--- src/rtl/bridge_regs_cfg.svh ---
`ifndef BRIDGE_REGS_CFG_SVH
`define BRIDGE_REGS_CFG_SVH

// configuration byte offsets of the two registers (one shared dword)
`define CMD_OFFSET 8'h04
`define STAT_OFFSET 8'h06

// command field positions
`define CMD_IO_EN_BIT 0
`define CMD_MEM_EN_BIT 1
`define CMD_INIT_EN_BIT 2
`define CMD_SPECIAL_BIT 3
`define CMD_MWI_EN_BIT 4
`define CMD_PALETTE_BIT 5
`define CMD_PERR_EN_BIT 6
`define CMD_STEP_BIT 7
`define CMD_SERR_EN_BIT 8
`define CMD_FBB_BIT 9
`define CMD_INTX_BIT 10

// command bits software may change; every other bit is hardwired zero
`define CMD_RW_MASK 16'h0157
`define CMD_RESET 16'h0000

// status field positions
`define STAT_CAPLIST_BIT 4
`define STAT_INIT_PAR_BIT 8
`define STAT_SIG_TABORT_BIT 11
`define STAT_REC_TABORT_BIT 12
`define STAT_REC_MABORT_BIT 13
`define STAT_SIG_SERR_BIT 14
`define STAT_DET_PERR_BIT 15

// status bits that hardware sets and software clears by writing one
`define STAT_CLR_MASK 16'hF900
`define STAT_RESET 16'h0010

`endif

--- src/rtl/bridge_regs_pkg.sv ---
package bridge_regs_pkg;

  // configuration access arriving from the upstream link
  typedef struct packed {
    logic wr;
    logic rd;
    logic [7:0] addr;
    logic [3:0] be;
    logic [31:0] wdata;
  } cfg_req_s;

  // one-cycle event strobes from the link and bus engines
  typedef struct packed {
    logic poisoned_cpl_rx;
    logic poisoned_wr_rx;
    logic pci_serr_seen;
    logic ur_cpl_rx;
    logic ca_cpl_rx;
    logic ca_signaled;
  } bridge_events_s;

  typedef enum logic {
    REQ_MEM,
    REQ_IO
  } space_e;

  // downstream request offered for decode
  typedef struct packed {
    logic valid;
    space_e space;
    logic is_write;
  } ds_req_s;

  // decode verdict for the downstream request
  typedef struct packed {
    logic forward;
    logic unsupported;
    logic promote_mwi;
  } ds_resp_s;

  typedef struct packed {
    logic [15:0] cmd;
    logic [15:0] stat;
    logic [31:0] rdata;
    logic rvalid;
    logic err_msg;
    logic bad_parity;
  } regs_state_s;

endpackage : bridge_regs_pkg

--- src/rtl/bridge_command_status_regs.sv ---
`timescale 1ns/1ps
// Behaviour
// - command bits 15:11 read zero and ignore writes
// - interrupt disable bit is read-only zero; no internal interrupts exist
// - no fast back-to-back cycles; its enable bit reads zero
// - bus SERR reported upstream as error message only while system error enable set
// - no address/data stepping; its control bit hardwired zero
// - poisoned TLP sets data parity status only with parity response enabled
// - poisoned write forwarded to PCI with bad parity regardless of enables
// - no palette snooping; its enable bit reads zero
// - memory writes promoted to write-and-invalidate only while promote bit set
// - special cycles ignored; their enable bit reads zero
// - initiator enable set allows upstream transactions and secondary forwarding
// - initiator enable clear blocks link initiation and secondary memory/IO claims
// - memory enable clear answers downstream memory requests as unsupported
// - memory enable set forwards downstream memory requests to PCI
// - I/O enable clear answers downstream I/O requests as unsupported
// - I/O enable set forwards downstream I/O requests to PCI
// - 16-bit status register at offset 06h resets to 0010h
// - signaled system error set when error message sent with enable set
// - data parity set on poisoned completion or poisoned write when enabled
`include "bridge_regs_cfg.svh"

module bridge_command_status_regs
  import bridge_regs_pkg::*;
(
  input wire logic core_clk,
  input wire logic nrst,
  input wire cfg_req_s cfg_req,
  output logic [31:0] cfg_rdata,
  output logic cfg_rvalid,
  input wire bridge_events_s events,
  input wire ds_req_s ds_req,
  output ds_resp_s ds_resp,
  input wire logic us_tlp_req,
  output logic us_tlp_go,
  input wire logic sec_cycle_req,
  output logic sec_cycle_claim,
  output logic err_msg_req,
  output logic pci_bad_parity,
  output logic fast_b2b_issue,
  output logic special_cycle_claim,
  output logic stepping_active,
  output logic [15:0] command_bits,
  output logic [15:0] status_bits
);

  regs_state_s st_reg;
  regs_state_s st_next;

  // true when the access addresses the dword that holds both registers
  function automatic logic cfg_hit(input logic [7:0] addr);
    cfg_hit = (addr[7:2] == 6'(`CMD_OFFSET >> 2));
  endfunction : cfg_hit

  // expand two byte enables into a 16-bit lane mask
  function automatic logic [15:0] lane_mask(input logic [1:0] be);
    lane_mask = {{8{be[1]}}, {8{be[0]}}};
  endfunction : lane_mask

  logic wr_hit;
  logic rd_hit;
  logic [15:0] cmd_wmask;
  logic [15:0] stat_clr;
  logic [15:0] stat_set;
  logic serr_en;
  logic perr_en;
  logic mem_en;
  logic io_en;
  logic init_en;
  logic mwi_en;

  assign wr_hit = cfg_req.wr && cfg_hit(cfg_req.addr);
  assign rd_hit = cfg_req.rd && cfg_hit(cfg_req.addr);

  // only the writable command bits take write data; the rest stay zero
  assign cmd_wmask = wr_hit ? (lane_mask(cfg_req.be[1:0]) & `CMD_RW_MASK) : 16'h0000;

  // status bits clear on a one written to them
  assign stat_clr = wr_hit ? (lane_mask(cfg_req.be[3:2]) & cfg_req.wdata[31:16]
                              & `STAT_CLR_MASK) : 16'h0000;

  assign serr_en = st_reg.cmd[`CMD_SERR_EN_BIT];
  assign perr_en = st_reg.cmd[`CMD_PERR_EN_BIT];
  assign mem_en = st_reg.cmd[`CMD_MEM_EN_BIT];
  assign io_en = st_reg.cmd[`CMD_IO_EN_BIT];
  assign init_en = st_reg.cmd[`CMD_INIT_EN_BIT];
  assign mwi_en = st_reg.cmd[`CMD_MWI_EN_BIT];

  // hardware set terms for the sticky status bits
  always_comb begin
    stat_set = 16'h0000;
    stat_set[`STAT_DET_PERR_BIT] = events.poisoned_cpl_rx | events.poisoned_wr_rx;
    stat_set[`STAT_SIG_SERR_BIT] = events.pci_serr_seen & serr_en;
    stat_set[`STAT_REC_MABORT_BIT] = events.ur_cpl_rx;
    stat_set[`STAT_REC_TABORT_BIT] = events.ca_cpl_rx;
    stat_set[`STAT_SIG_TABORT_BIT] = events.ca_signaled;
    stat_set[`STAT_INIT_PAR_BIT] = perr_en
                                  & (events.poisoned_cpl_rx | events.poisoned_wr_rx);
  end

  // next state: register updates, read data and event pulses
  always_comb begin
    st_next = st_reg;
    st_next.cmd = ((st_reg.cmd & ~cmd_wmask) | (cfg_req.wdata[15:0] & cmd_wmask))
                  & `CMD_RW_MASK;
    // a set in the same cycle as a clear wins, so no event is lost
    st_next.stat = ((st_reg.stat & ~stat_clr) | stat_set) | `STAT_RESET;
    st_next.rvalid = rd_hit | (cfg_req.rd & ~cfg_hit(cfg_req.addr));
    // unmapped offsets read as zero so software probing sees nothing
    st_next.rdata = rd_hit ? {st_reg.stat, st_reg.cmd} : 32'h0000_0000;
    st_next.err_msg = events.pci_serr_seen & serr_en;
    st_next.bad_parity = events.poisoned_wr_rx;
  end

  always_ff @(posedge core_clk or negedge nrst) begin
    if (!nrst) begin
      st_reg.cmd <= `CMD_RESET;
      st_reg.stat <= `STAT_RESET;
      st_reg.rdata <= 32'h0000_0000;
      st_reg.rvalid <= 1'b0;
      st_reg.err_msg <= 1'b0;
      st_reg.bad_parity <= 1'b0;
    end else begin
      st_reg <= st_next;
    end
  end

  assign cfg_rdata = st_reg.rdata;
  assign cfg_rvalid = st_reg.rvalid;
  assign err_msg_req = st_reg.err_msg;
  assign pci_bad_parity = st_reg.bad_parity;
  assign command_bits = st_reg.cmd;
  assign status_bits = st_reg.stat;

  // hardwired features: the flops behind these bits never hold a one
  assign fast_b2b_issue = st_reg.cmd[`CMD_FBB_BIT];
  assign special_cycle_claim = st_reg.cmd[`CMD_SPECIAL_BIT];
  assign stepping_active = st_reg.cmd[`CMD_STEP_BIT];

  // downstream decode is combinational so the receiver answers in the request cycle
  always_comb begin
    ds_resp = '0;
    if (ds_req.valid) begin
      case (ds_req.space)
        REQ_MEM: begin
          ds_resp.forward = mem_en;
          ds_resp.unsupported = !mem_en;
          ds_resp.promote_mwi = mem_en & ds_req.is_write & mwi_en;
        end
        REQ_IO: begin
          ds_resp.forward = io_en;
          ds_resp.unsupported = !io_en;
        end
        default: begin
          ds_resp.unsupported = 1'b1;
        end
      endcase
    end
  end

  // initiator gating for both directions
  assign us_tlp_go = us_tlp_req & init_en;
  assign sec_cycle_claim = sec_cycle_req & init_en;

  // checks

  AST_CMD_UPPER_ZERO: assert property (@(posedge core_clk) disable iff (!nrst)
    cfg_rvalid && $past(cfg_req.rd) |-> cfg_rdata[15:11] == 5'h00)
    else $error("upper command bits read nonzero");

  AST_INTX_ZERO: assert property (@(posedge core_clk) disable iff (!nrst)
    $past(wr_hit) && $past(cfg_req.be[1]) |-> !command_bits[`CMD_INTX_BIT])
    else $error("interrupt disable bit took a write");

  AST_FBB_NEVER: assert property (@(posedge core_clk) disable iff (!nrst)
    !fast_b2b_issue && !command_bits[`CMD_FBB_BIT])
    else $error("fast back-to-back enabled");

  AST_ERR_MSG_GATE: assert property (@(posedge core_clk) disable iff (!nrst)
    events.pci_serr_seen && serr_en |=> err_msg_req)
    else $error("bus SERR not reported while enabled");

  AST_ERR_MSG_BLOCK: assert property (@(posedge core_clk) disable iff (!nrst)
    err_msg_req |-> $past(events.pci_serr_seen) && $past(serr_en))
    else $error("error message without enabled SERR");

  AST_STEP_ZERO: assert property (@(posedge core_clk) disable iff (!nrst)
    !stepping_active)
    else $error("stepping bit set");

  AST_INIT_PAR_GATE: assert property (@(posedge core_clk) disable iff (!nrst)
    $rose(status_bits[`STAT_INIT_PAR_BIT]) |-> $past(perr_en))
    else $error("data parity set with response disabled");

  AST_INIT_PAR_SET: assert property (@(posedge core_clk) disable iff (!nrst)
    perr_en && (events.poisoned_cpl_rx || events.poisoned_wr_rx)
    |=> status_bits[`STAT_INIT_PAR_BIT])
    else $error("data parity not set on poisoned traffic");

  AST_BAD_PARITY: assert property (@(posedge core_clk) disable iff (!nrst)
    events.poisoned_wr_rx |=> pci_bad_parity)
    else $error("poisoned write forwarded with good parity");

  AST_PALETTE_ZERO: assert property (@(posedge core_clk) disable iff (!nrst)
    !command_bits[`CMD_PALETTE_BIT])
    else $error("palette snoop bit set");

  AST_MWI_PROMOTE: assert property (@(posedge core_clk) disable iff (!nrst)
    ds_resp.promote_mwi |-> mwi_en && ds_req.is_write && ds_req.space == REQ_MEM)
    else $error("write promoted without enable");

  AST_SPECIAL_ZERO: assert property (@(posedge core_clk) disable iff (!nrst)
    !special_cycle_claim)
    else $error("special cycle claimed");

  AST_INIT_ALLOW: assert property (@(posedge core_clk) disable iff (!nrst)
    init_en && us_tlp_req && sec_cycle_req |-> us_tlp_go && sec_cycle_claim)
    else $error("initiator enabled but requests blocked");

  AST_INIT_BLOCK: assert property (@(posedge core_clk) disable iff (!nrst)
    !init_en |-> !us_tlp_go && !sec_cycle_claim)
    else $error("initiation while initiator disabled");

  AST_MEM_UR: assert property (@(posedge core_clk) disable iff (!nrst)
    ds_req.valid && ds_req.space == REQ_MEM && !mem_en
    |-> ds_resp.unsupported && !ds_resp.forward)
    else $error("memory request not refused while disabled");

  AST_MEM_FWD: assert property (@(posedge core_clk) disable iff (!nrst)
    ds_req.valid && ds_req.space == REQ_MEM && mem_en
    |-> ds_resp.forward && !ds_resp.unsupported)
    else $error("memory request not forwarded while enabled");

  AST_IO_UR: assert property (@(posedge core_clk) disable iff (!nrst)
    ds_req.valid && ds_req.space == REQ_IO && !io_en
    |-> ds_resp.unsupported && !ds_resp.forward)
    else $error("I/O request not refused while disabled");

  AST_IO_FWD: assert property (@(posedge core_clk) disable iff (!nrst)
    ds_req.valid && ds_req.space == REQ_IO && io_en
    |-> ds_resp.forward && !ds_resp.unsupported)
    else $error("I/O request not forwarded while enabled");

  AST_STAT_FIXED: assert property (@(posedge core_clk) disable iff (!nrst)
    status_bits[`STAT_CAPLIST_BIT] && (status_bits & 16'h06EF) == 16'h0000)
    else $error("status fixed bits wrong");

  AST_SIG_SERR_SET: assert property (@(posedge core_clk) disable iff (!nrst)
    events.pci_serr_seen && serr_en |=> status_bits[`STAT_SIG_SERR_BIT] && err_msg_req)
    else $error("signaled system error not set with message");

  AST_RW_TAKEN: assert property (@(posedge core_clk) disable iff (!nrst)
    wr_hit && cfg_req.be[0] ##1 1'b1
    |-> command_bits[7:0] == ($past(cfg_req.wdata[7:0]) & 8'h57))
    else $error("command low byte write not taken as masked");

  // command register: fixed bits stay fixed, writable bits follow their lane

  AST_CMD_UPPER_HOLD: assert property (@(posedge core_clk) disable iff (!nrst)
    $past(wr_hit) && $past(cfg_req.be[1]) |-> command_bits[15:11] == 5'h00)
    else $error("upper command bits took a write");

  AST_INTX_NEVER: assert property (@(posedge core_clk) disable iff (!nrst)
    !command_bits[`CMD_INTX_BIT])
    else $error("interrupt disable bit set");

  AST_CMD_FIXED: assert property (@(posedge core_clk) disable iff (!nrst)
    (command_bits & ~`CMD_RW_MASK) == 16'h0000)
    else $error("hardwired command bit set");

  AST_CMD_LOW_HOLD: assert property (@(posedge core_clk) disable iff (!nrst)
    !(wr_hit && cfg_req.be[0]) |=> command_bits[7:0] == $past(command_bits[7:0]))
    else $error("command low byte changed without a write");

  AST_SERR_EN_TAKEN: assert property (@(posedge core_clk) disable iff (!nrst)
    wr_hit && cfg_req.be[1]
    |=> command_bits[`CMD_SERR_EN_BIT] == $past(cfg_req.wdata[`CMD_SERR_EN_BIT]))
    else $error("system error enable write not taken");

  AST_PERR_EN_TAKEN: assert property (@(posedge core_clk) disable iff (!nrst)
    wr_hit && cfg_req.be[0]
    |=> command_bits[`CMD_PERR_EN_BIT] == $past(cfg_req.wdata[`CMD_PERR_EN_BIT]))
    else $error("parity response enable write not taken");

  // read path: one answer per read, zero outside the register dword

  AST_RVALID_AFTER_RD: assert property (@(posedge core_clk) disable iff (!nrst)
    cfg_req.rd |=> cfg_rvalid)
    else $error("read got no valid strobe");

  AST_RVALID_ONLY: assert property (@(posedge core_clk) disable iff (!nrst)
    cfg_rvalid |-> $past(cfg_req.rd))
    else $error("valid strobe without a read");

  AST_RDATA_WORD: assert property (@(posedge core_clk) disable iff (!nrst)
    rd_hit |=> cfg_rdata == {$past(status_bits), $past(command_bits)})
    else $error("register read returned wrong word");

  AST_RDATA_UNMAPPED: assert property (@(posedge core_clk) disable iff (!nrst)
    cfg_req.rd && !rd_hit |=> cfg_rdata == 32'h0000_0000)
    else $error("unmapped read returned nonzero");

  // status bits: set by events, cleared by a one written to them

  AST_STAT_W1C: assert property (@(posedge core_clk) disable iff (!nrst)
    wr_hit && cfg_req.be[3] && cfg_req.wdata[31] && !events.poisoned_cpl_rx
    && !events.poisoned_wr_rx |=> !status_bits[`STAT_DET_PERR_BIT])
    else $error("detected parity bit not cleared");

  AST_DET_PERR_ANY: assert property (@(posedge core_clk) disable iff (!nrst)
    events.poisoned_cpl_rx || events.poisoned_wr_rx |=> status_bits[`STAT_DET_PERR_BIT])
    else $error("detected parity bit not set");

  AST_SIG_SERR_GATE: assert property (@(posedge core_clk) disable iff (!nrst)
    $rose(status_bits[`STAT_SIG_SERR_BIT]) |-> $past(serr_en))
    else $error("signaled system error set while disabled");

  AST_SERR_QUIET: assert property (@(posedge core_clk) disable iff (!nrst)
    !serr_en |=> !err_msg_req)
    else $error("error message while reporting disabled");

  AST_ABORT_BITS_SET: assert property (@(posedge core_clk) disable iff (!nrst)
    events.ur_cpl_rx && events.ca_cpl_rx && events.ca_signaled
    |=> (status_bits & 16'h3800) == 16'h3800)
    else $error("abort status bits not set");

  AST_BAD_PARITY_ONLY: assert property (@(posedge core_clk) disable iff (!nrst)
    pci_bad_parity |-> $past(events.poisoned_wr_rx))
    else $error("bad parity without a poisoned write");

  // decode and initiator gates

  AST_MWI_WHEN_ENABLED: assert property (@(posedge core_clk) disable iff (!nrst)
    ds_req.valid && ds_req.space == REQ_MEM && ds_req.is_write && mem_en && mwi_en
    |-> ds_resp.promote_mwi)
    else $error("enabled memory write not promoted");

  AST_IO_NO_PROMOTE: assert property (@(posedge core_clk) disable iff (!nrst)
    ds_req.space == REQ_IO |-> !ds_resp.promote_mwi)
    else $error("I/O request promoted");

  AST_IDLE_QUIET: assert property (@(posedge core_clk) disable iff (!nrst)
    !ds_req.valid |-> !ds_resp.forward && !ds_resp.unsupported && !ds_resp.promote_mwi)
    else $error("decode answered without a request");

  AST_US_GO_ONLY: assert property (@(posedge core_clk) disable iff (!nrst)
    us_tlp_go |-> us_tlp_req && init_en)
    else $error("upstream start without request and enable");

  AST_SEC_CLAIM_ONLY: assert property (@(posedge core_clk) disable iff (!nrst)
    sec_cycle_claim |-> sec_cycle_req && init_en)
    else $error("secondary claim without request and enable");

endmodule : bridge_command_status_regs

--- config.mk ---
export PLATFORM = sky130hd
export DESIGN_NAME = bridge_command_status_regs
export DESIGN_NICKNAME = d
export VERILOG_FILES = /design/src/rtl/bridge_regs_pkg.sv /design/src/rtl/bridge_command_status_regs.sv
export VERILOG_INCLUDE_DIRS = /design/src /design/src/rtl
export SDC_FILE = /design/constraint.sdc
export NUM_CORES = 1
export LEC_CHECK = 0
export ABC_AREA = 1
export CORE_MARGIN = 1.5
export CORE_UTILIZATION = 40
export CTS_CLUSTER_DIAMETER = 50
export CTS_CLUSTER_SIZE = 16
export DETAILED_ROUTE_END_ITERATION = 6
export DONT_BUFFER_PORTS = 1
export PLACE_DENSITY = 0.55
export SETUP_SLACK_MARGIN = 0.05
export SLEW_MARGIN = 0
export SYNTH_ARGS = -nofsm -noshare
export SYNTH_HDL_FRONTEND = slang
export SYNTH_SLANG_ARGS = --single-unit
export TNS_END_PERCENT = 10
--- constraint.sdc ---
create_clock -name core_clk -period 0.95 [get_ports core_clk]
set_input_delay 0.2375 -clock core_clk [delete_from_list [all_inputs] [get_ports core_clk]]
set_output_delay 0.2375 -clock core_clk [all_outputs]
set_load 0.05 [all_outputs]
==> impl_metrics.py, run 1 <==
metrics = {
    "floorplan": {
        "die_w_um": 64.8,
        "fp-row-count": 22,
        "io_pins": 134,
        "die_h_um": 64.8,
        "die-area_um2": 4200,
        "initial_core_util": 0.417,
        "core_um2": 3660,
    },
    "sta": {
        "timing.final.crit_share": 1.47,
        "rsz0062_at_grt": "yes",
        "slew_violations": 0,
        "clock_skew_ps": 4.05,
        "fin_crit_ps": 1400,
        "timing.setup.tns_ps": -5550,
        "hold_viol": 28,
        "hold_ws_ps": -350,
        "fmax_ghz": 0.714,
        "final.setup.worst_slack_ps": -450,
        "finalSetupViolations": 33,
    },
    "synthesis": {
        "yosysSeqAreaShare": 0.459,
        "syn-cell-area_um2": 1530,
        "netlist_instances": 184,
        "syn_avg_cell_area_um2": 8.30,
        "yosys_warnings": 0,
        "ys_seq_elements": 28,
        "synth.distinct_cells": 15,
    },
    "place": {
        "portBuffers": 0,
        "place_congestion": 0.691,
        "place_inst": 263,
        "hpwl_mm": 2.45,
        "placed_area_um2": 2100,
        "pre_cts_ws_ps": -173,
    },
    "setup_path": {
        "critPathBufInv": 3,
        "worstPathMaxFanout": 2,
        "rrSetupSlack_ps": 30,
        "cp_slowest_cell": "dfrtp_2",
        "slowest_delay_ps": 380,
        "crit_path_cell_trace": "inv_2 > o21ai_4 > inv_2 > nor2_4 > buf_12",
        "cp_top_family": "flip-flops",
        "rr_worst_depth": 4,
        "crit_path_end_kind": "output pin",
        "arrival_ps": 1160,
        "cp.required_ps": 710,
        "critPathKind": "reg -> out",
        "worstSetupEndpoint": "ds_resp[2]",
        "crit_cells": 5,
        "cpMostUsedCell": "inv_2",
        "startpoint_type": "register",
    },
    "min_path": {
        "holdCritPathClass": "in -> async",
    },
    "clocking": {
        "cts_root_buf": "clkbuf_8",
        "cts_sinks": 28,
        "cts_htree_levels": 1,
        "cts_tree": "done",
        "insertion_delay_ps": 270,
        "clk_path_buf_depth": 2,
        "ctsHoldBuffers": 2,
        "path_clk_slew_ps": 90,
        "cts_inserted_buffers": 3,
    },
    "layout": {
        "nFillCells": 303,
        "area_growth_pct": 48.0,
        "fin_nets": 284,
        "final_cells": 272,
        "post-route-util": 0.617,
        "final_area_um2": 2260,
        "drive_above_1_share": 0.272,
        "n_antenna_cell": 0,
    },
    "global_route": {
        "grt_max_degree": 29,
        "grt_pass1_wl_mm": 4.64,
        "grt_pass1_vias": 1008,
        "grt_overflow_total": 0,
        "grt.total_usage": 0.140,
        "antenna_found_initial": 0,
    },
    "power_and_ir_drop": {
        "leakage_nw": 1.23,
        "ir_drop_mv": 0.859,
        "cellPowerDensity_nw_per_um2": 1480,
    },
    "run_status": {
        "failed_checks": "hold timing, setup timing",
        "status": "complete, but fails checks",
    },
    "drt": {
        "via_per_inst": 4.19,
        "first_iter_violations": 25,
        "routed_wl_mm": 3.03,
        "via_count": 1139,
        "dr.pass1.iters": 4,
        "wl_per_cell_um": 11.1,
        "drc": 0,
        "postRouteAntennaNets": 0,
    },
    "run": {
        "maxCapViolations": 0,
    },
}
cell families (layout without fill, tap and decap cells):
family,Yosys count,count (layout),share of synthesized area
flops,28,28,0.459
other cells,2,42,0.00492
buf+inv,78,78,0.301
compound gates,2,2,0.00656
simple gates,74,74,0.229
cells in the final DEF, fill, tap and decap left out, types with 2 or more instances in the layout:
cell type      synthesis  final
clkbuf_8               0      3
nor2_4                 3      6
buf_4                 42      3
inv_2                  0      4
dlygate4sd3_1          0      2
dfrtp_1               28     25
nor2_1                18     15
conb_1                 2     42
nand4_1                8      8
buf_12                 0     33
dfrtp_2                0      3
inv_1                 33     29
nand3_2                1      2
buf_6                  1      3
nand2_1               36     35
nand3_1                7      6
worst register-to-register path, cell delays in order (launching register included):
cell and delay, ps:
dfrtp_2 440, buf_6 130, buf_12 140, nand2_1 60, nand2_1 50
metal layers:
layer	vias up	track usage	wire [um]
met1	519	0.169	1140
met3	4	0.0226	308
met4	0	0.0559	50
met5	-	0	0
met2	73	0.249	1530
li1	543	-	-
stage by stage:
| step | power (mW) | hold WS [ps] |
|---|---|---|
| 6_report | 3.34 | -350 |
| 5_1_grt | 3.45 | -362 |
| 4_1_cts | 3.33 | -354 |
| 3_5_place_dp | 2.41 | -57.2 |
| 3_3_place_gp | 2.39 | -57.2 |
| 2_1_floorplan | 2.21 | -58.1 |
power by group:
group	switching (mW)	internal (mW)	leakage [nW]
Clock	0.346	0.564	0.0357
Combinational	0.774	0.333	0.847
Sequential	0.0722	1.25	0.352
repair_timing:
action | CTS | global route
resized for setup | 6 | 3
pin swaps | 3 | 2
gates cloned | 0 | 0
endpoints found under the setup margin | 33 | 33
hold endpoints to repair | 30 | 28
buffers inserted | 1 | 2
worst min-delay path by stage:
| stage | endpoint | cells past startpoint |
|---|---|---|
| floorplan | async pin | 0 |
| global placement | cfg_rdata[27] | 0 |
| detailed placement | cfg_rdata[27] | 0 |
| CTS | cfg_rdata[28] | 0 |
| global route | cfg_rdata[30] | 0 |
| finish | status_bits[13] | 0 |
area by class of cell:
class                      instances  area (um^2)  share of cell area
multi-input combinational        118          563               0.249
sequential                        28          704               0.312
timing repair buffer              41          737               0.326
clock buffer                       3         41.3              0.0183
inverter                          33          124              0.0548
clock inverter                     1         30.0              0.0133
tap                               48         60.1              0.0266
cell usage after synthesis:
| cell | n | area, um^2 |
|---|---|---|
| buf_4 | 42 | 315 |
| nand2_1 | 36 | 135 |
| inv_1 | 33 | 124 |
| dfrtp_1 | 28 | 701 |
| nor2_1 | 18 | 67.6 |
| nand4_1 | 8 | 50.1 |
| nand3_1 | 7 | 35.0 |
| nor2_4 | 3 | 33.8 |
| conb_1 | 2 | 7.51 |
| o21ai_0 | 2 | 10.0 |
| buf_2 | 1 | 5.00 |
| buf_6 | 1 | 11.3 |
| clkbuf_1 | 1 | 3.75 |
| nand3_2 | 1 | 10.0 |
| nand3_4 | 1 | 17.5 |
(Power assumes the default switching activity.)
==> inputs of run 2 (changes only) <==
- CELL_PAD_IN_SITES_DETAIL_PLACEMENT: default -> 1
- CELL_PAD_IN_SITES_GLOBAL_PLACEMENT: default -> 2
- CORE_UTILIZATION: 40 -> 30
- PLACE_DENSITY: 0.55 -> 0.78
==> impl_metrics.py, run 2 (synthesized netlist as in run 1, its figures left out) <==
metrics = {
    "run_status": {
        "status": "complete, but fails checks",
        "failed_checks": "hold timing, setup timing",
    },
    "power_and_ir_drop": {
        "cellPowerDensity_nw_per_um2": 1410,
        "ir_drop_mv": 0.528,
        "leakage_nw": 1.16,
    },
    "drt": {
        "dr.pass1.iters": 4,
        "wl_per_cell_um": 13.4,
        "routed_wl_mm": 3.83,
        "first_iter_violations": 24,
        "via_per_inst": 3.91,
        "via_count": 1118,
        "postRouteAntennaNets": 0,
        "drc": 0,
    },
    "setup_path": {
        "critPathKind": "reg -> out",
        "arrival_ps": 1190,
        "cp.required_ps": 710,
        "crit_path_end_kind": "output pin",
        "startpoint_type": "register",
        "worstPathMaxFanout": 2,
    },
    "run": {
        "maxCapViolations": 0,
    },
    "sta": {
        "fin_crit_ps": 1430,
        "rsz0062_at_grt": "yes",
        "timing.final.crit_share": 1.51,
        "final.setup.worst_slack_ps": -480,
        "hold_viol": 28,
        "hold_ws_ps": -352,
        "fmax_ghz": 0.699,
        "clock_skew_ps": 4.71,
        "finalSetupViolations": 33,
        "slew_violations": 0,
    },
    "clocking": {
        "cts_sinks": 28,
        "path_clk_slew_ps": 100,
        "cts_root_buf": "clkbuf_8",
        "ctsHoldBuffers": 2,
        "insertion_delay_ps": 270,
        "cts_htree_levels": 1,
        "cts_tree": "done",
        "cts_inserted_buffers": 3,
        "clk_path_buf_depth": 2,
    },
    "min_path": {
        "holdCritPathClass": "in -> async",
    },
    "global_route": {
        "antenna_found_initial": 0,
        "grt.total_usage": 0.137,
        "grt_overflow_total": 0,
        "grt_pass1_wl_mm": 5.71,
        "grt_max_degree": 29,
        "grt_pass1_vias": 1148,
    },
    "layout": {
        "fin_nets": 279,
        "final_common_cell": "conb_1",
        "final_cells": 286,
        "post-route-util": 0.444,
        "multi_input_area_um2": 566,
        "area_growth_pct": 40.0,
        "ff_latch_area_um2": 713,
        "n_antenna_cell": 0,
        "drive_above_1_share": 0.292,
        "final_cell_mix": "conb_1 (42), nand2_1 (35), inv_1 (29)",
        "nFillCells": 585,
    },
    "floorplan": {
        "initial_core_util": 0.317,
        "fp-row-count": 25,
        "core_um2": 4820,
        "die_h_um": 74.3,
        "die-area_um2": 5520,
        "io_pins": 134,
        "die_w_um": 74.3,
    },
    "place": {
        "place_inst": 279,
        "place_congestion": 0.603,
        "portBuffers": 0,
        "hpwl_mm": 3.16,
    },
}
==> run 2: cell types whose count changed in the layout (fill, tap and decap cells not counted), moves of 4 or more <==
| cell | delta |
|---|---|
| buf_4 | +4 |
| buf_12 | -8 |
| dfrtp_1 | -7 |
| dfrtp_2 | +7 |
==> run 2: stage by stage <==
stage | setup TNS (ps) | hold WS (ps) | setup slack, ps | instance area, um^2 | power [mW]
after floorplan | -1800 | -58.1 | -389 | 1720 | 2.21
after global placement | -1560 | -57.3 | -152 | 2030 | 2.25
after detailed placement | -2240 | -57.3 | -204 | 2030 | 2.27
after CTS | -5990 | -365 | -499 | 2130 | 3.04
after global routing | -6720 | -374 | -545 | 2140 | 3.13
final | -5620 | -352 | -480 | 2140 | 3.01
==> run 2: worst paths after layout <==
check / from / cells after the start / slack (ps) / end
min in group core_clk: events[1] / 2 / 60 / status_bits[12]
max in group asynchronous: nrst / 0 / 1210 / async pin
worst min-delay path: nrst / 0 / -350 / status_bits[11]
worst max-delay path: register / 5 / -480 / ds_resp[2]
worst min register to register: status_bits[15] / 2 / 560 / status_bits[15]
worst max register to register: register / 4 / 30 / cfg_rdata[4]
==> run 2: critical path, stage by stage (launching register included) <==
cell and delay (ps):
dfrtp_2 380, inv_2 50, o21ai_4 160, inv_2 60, nor2_4 120, buf_12 140
==> run 2: report_power, final <==
part	internal (mW)	switching [mW]	total, mW
clock network	0.371	0.364	0.735
logic	0.193	0.637	0.831
registers	1.26	0.181	1.44
total	1.82	1.18	3.01
==> run 2: what timing repair did <==
| item | 4_1_cts | 5_1_grt |
|---|---|---|
| resized for setup | 12 | 1 |
| buffers inserted | 0 | 1 |
| pin swaps | 1 | 1 |
| endpoints found under the hold margin | 30 | 28 |
| endpoints found under the setup margin | 44 | 35 |
==> run 2: cell type report <==
cell class | instances | area share
Sequential cell | 28 | 0.334
Timing Repair Buffer | 36 | 0.279
Multi-Input combinational cell | 118 | 0.265
Inverter | 33 | 0.0580
Tap cell | 67 | 0.0392
Clock buffer | 4 | 0.0258
==> run 2: layer usage <==
layer / part of all wire / wire length, um / up-vias / GRT usage
li1: - / - / 529 / -
met1: 0.37 / 1400 / 532 / 0.156
met2: 0.56 / 2150 / 55 / 0.264
met3: 0.070 / 269 / 2 / 0.0298
met4: 0.0021 / 8 / 0 / 0.0242
met5: 0 / 0 / - / 0
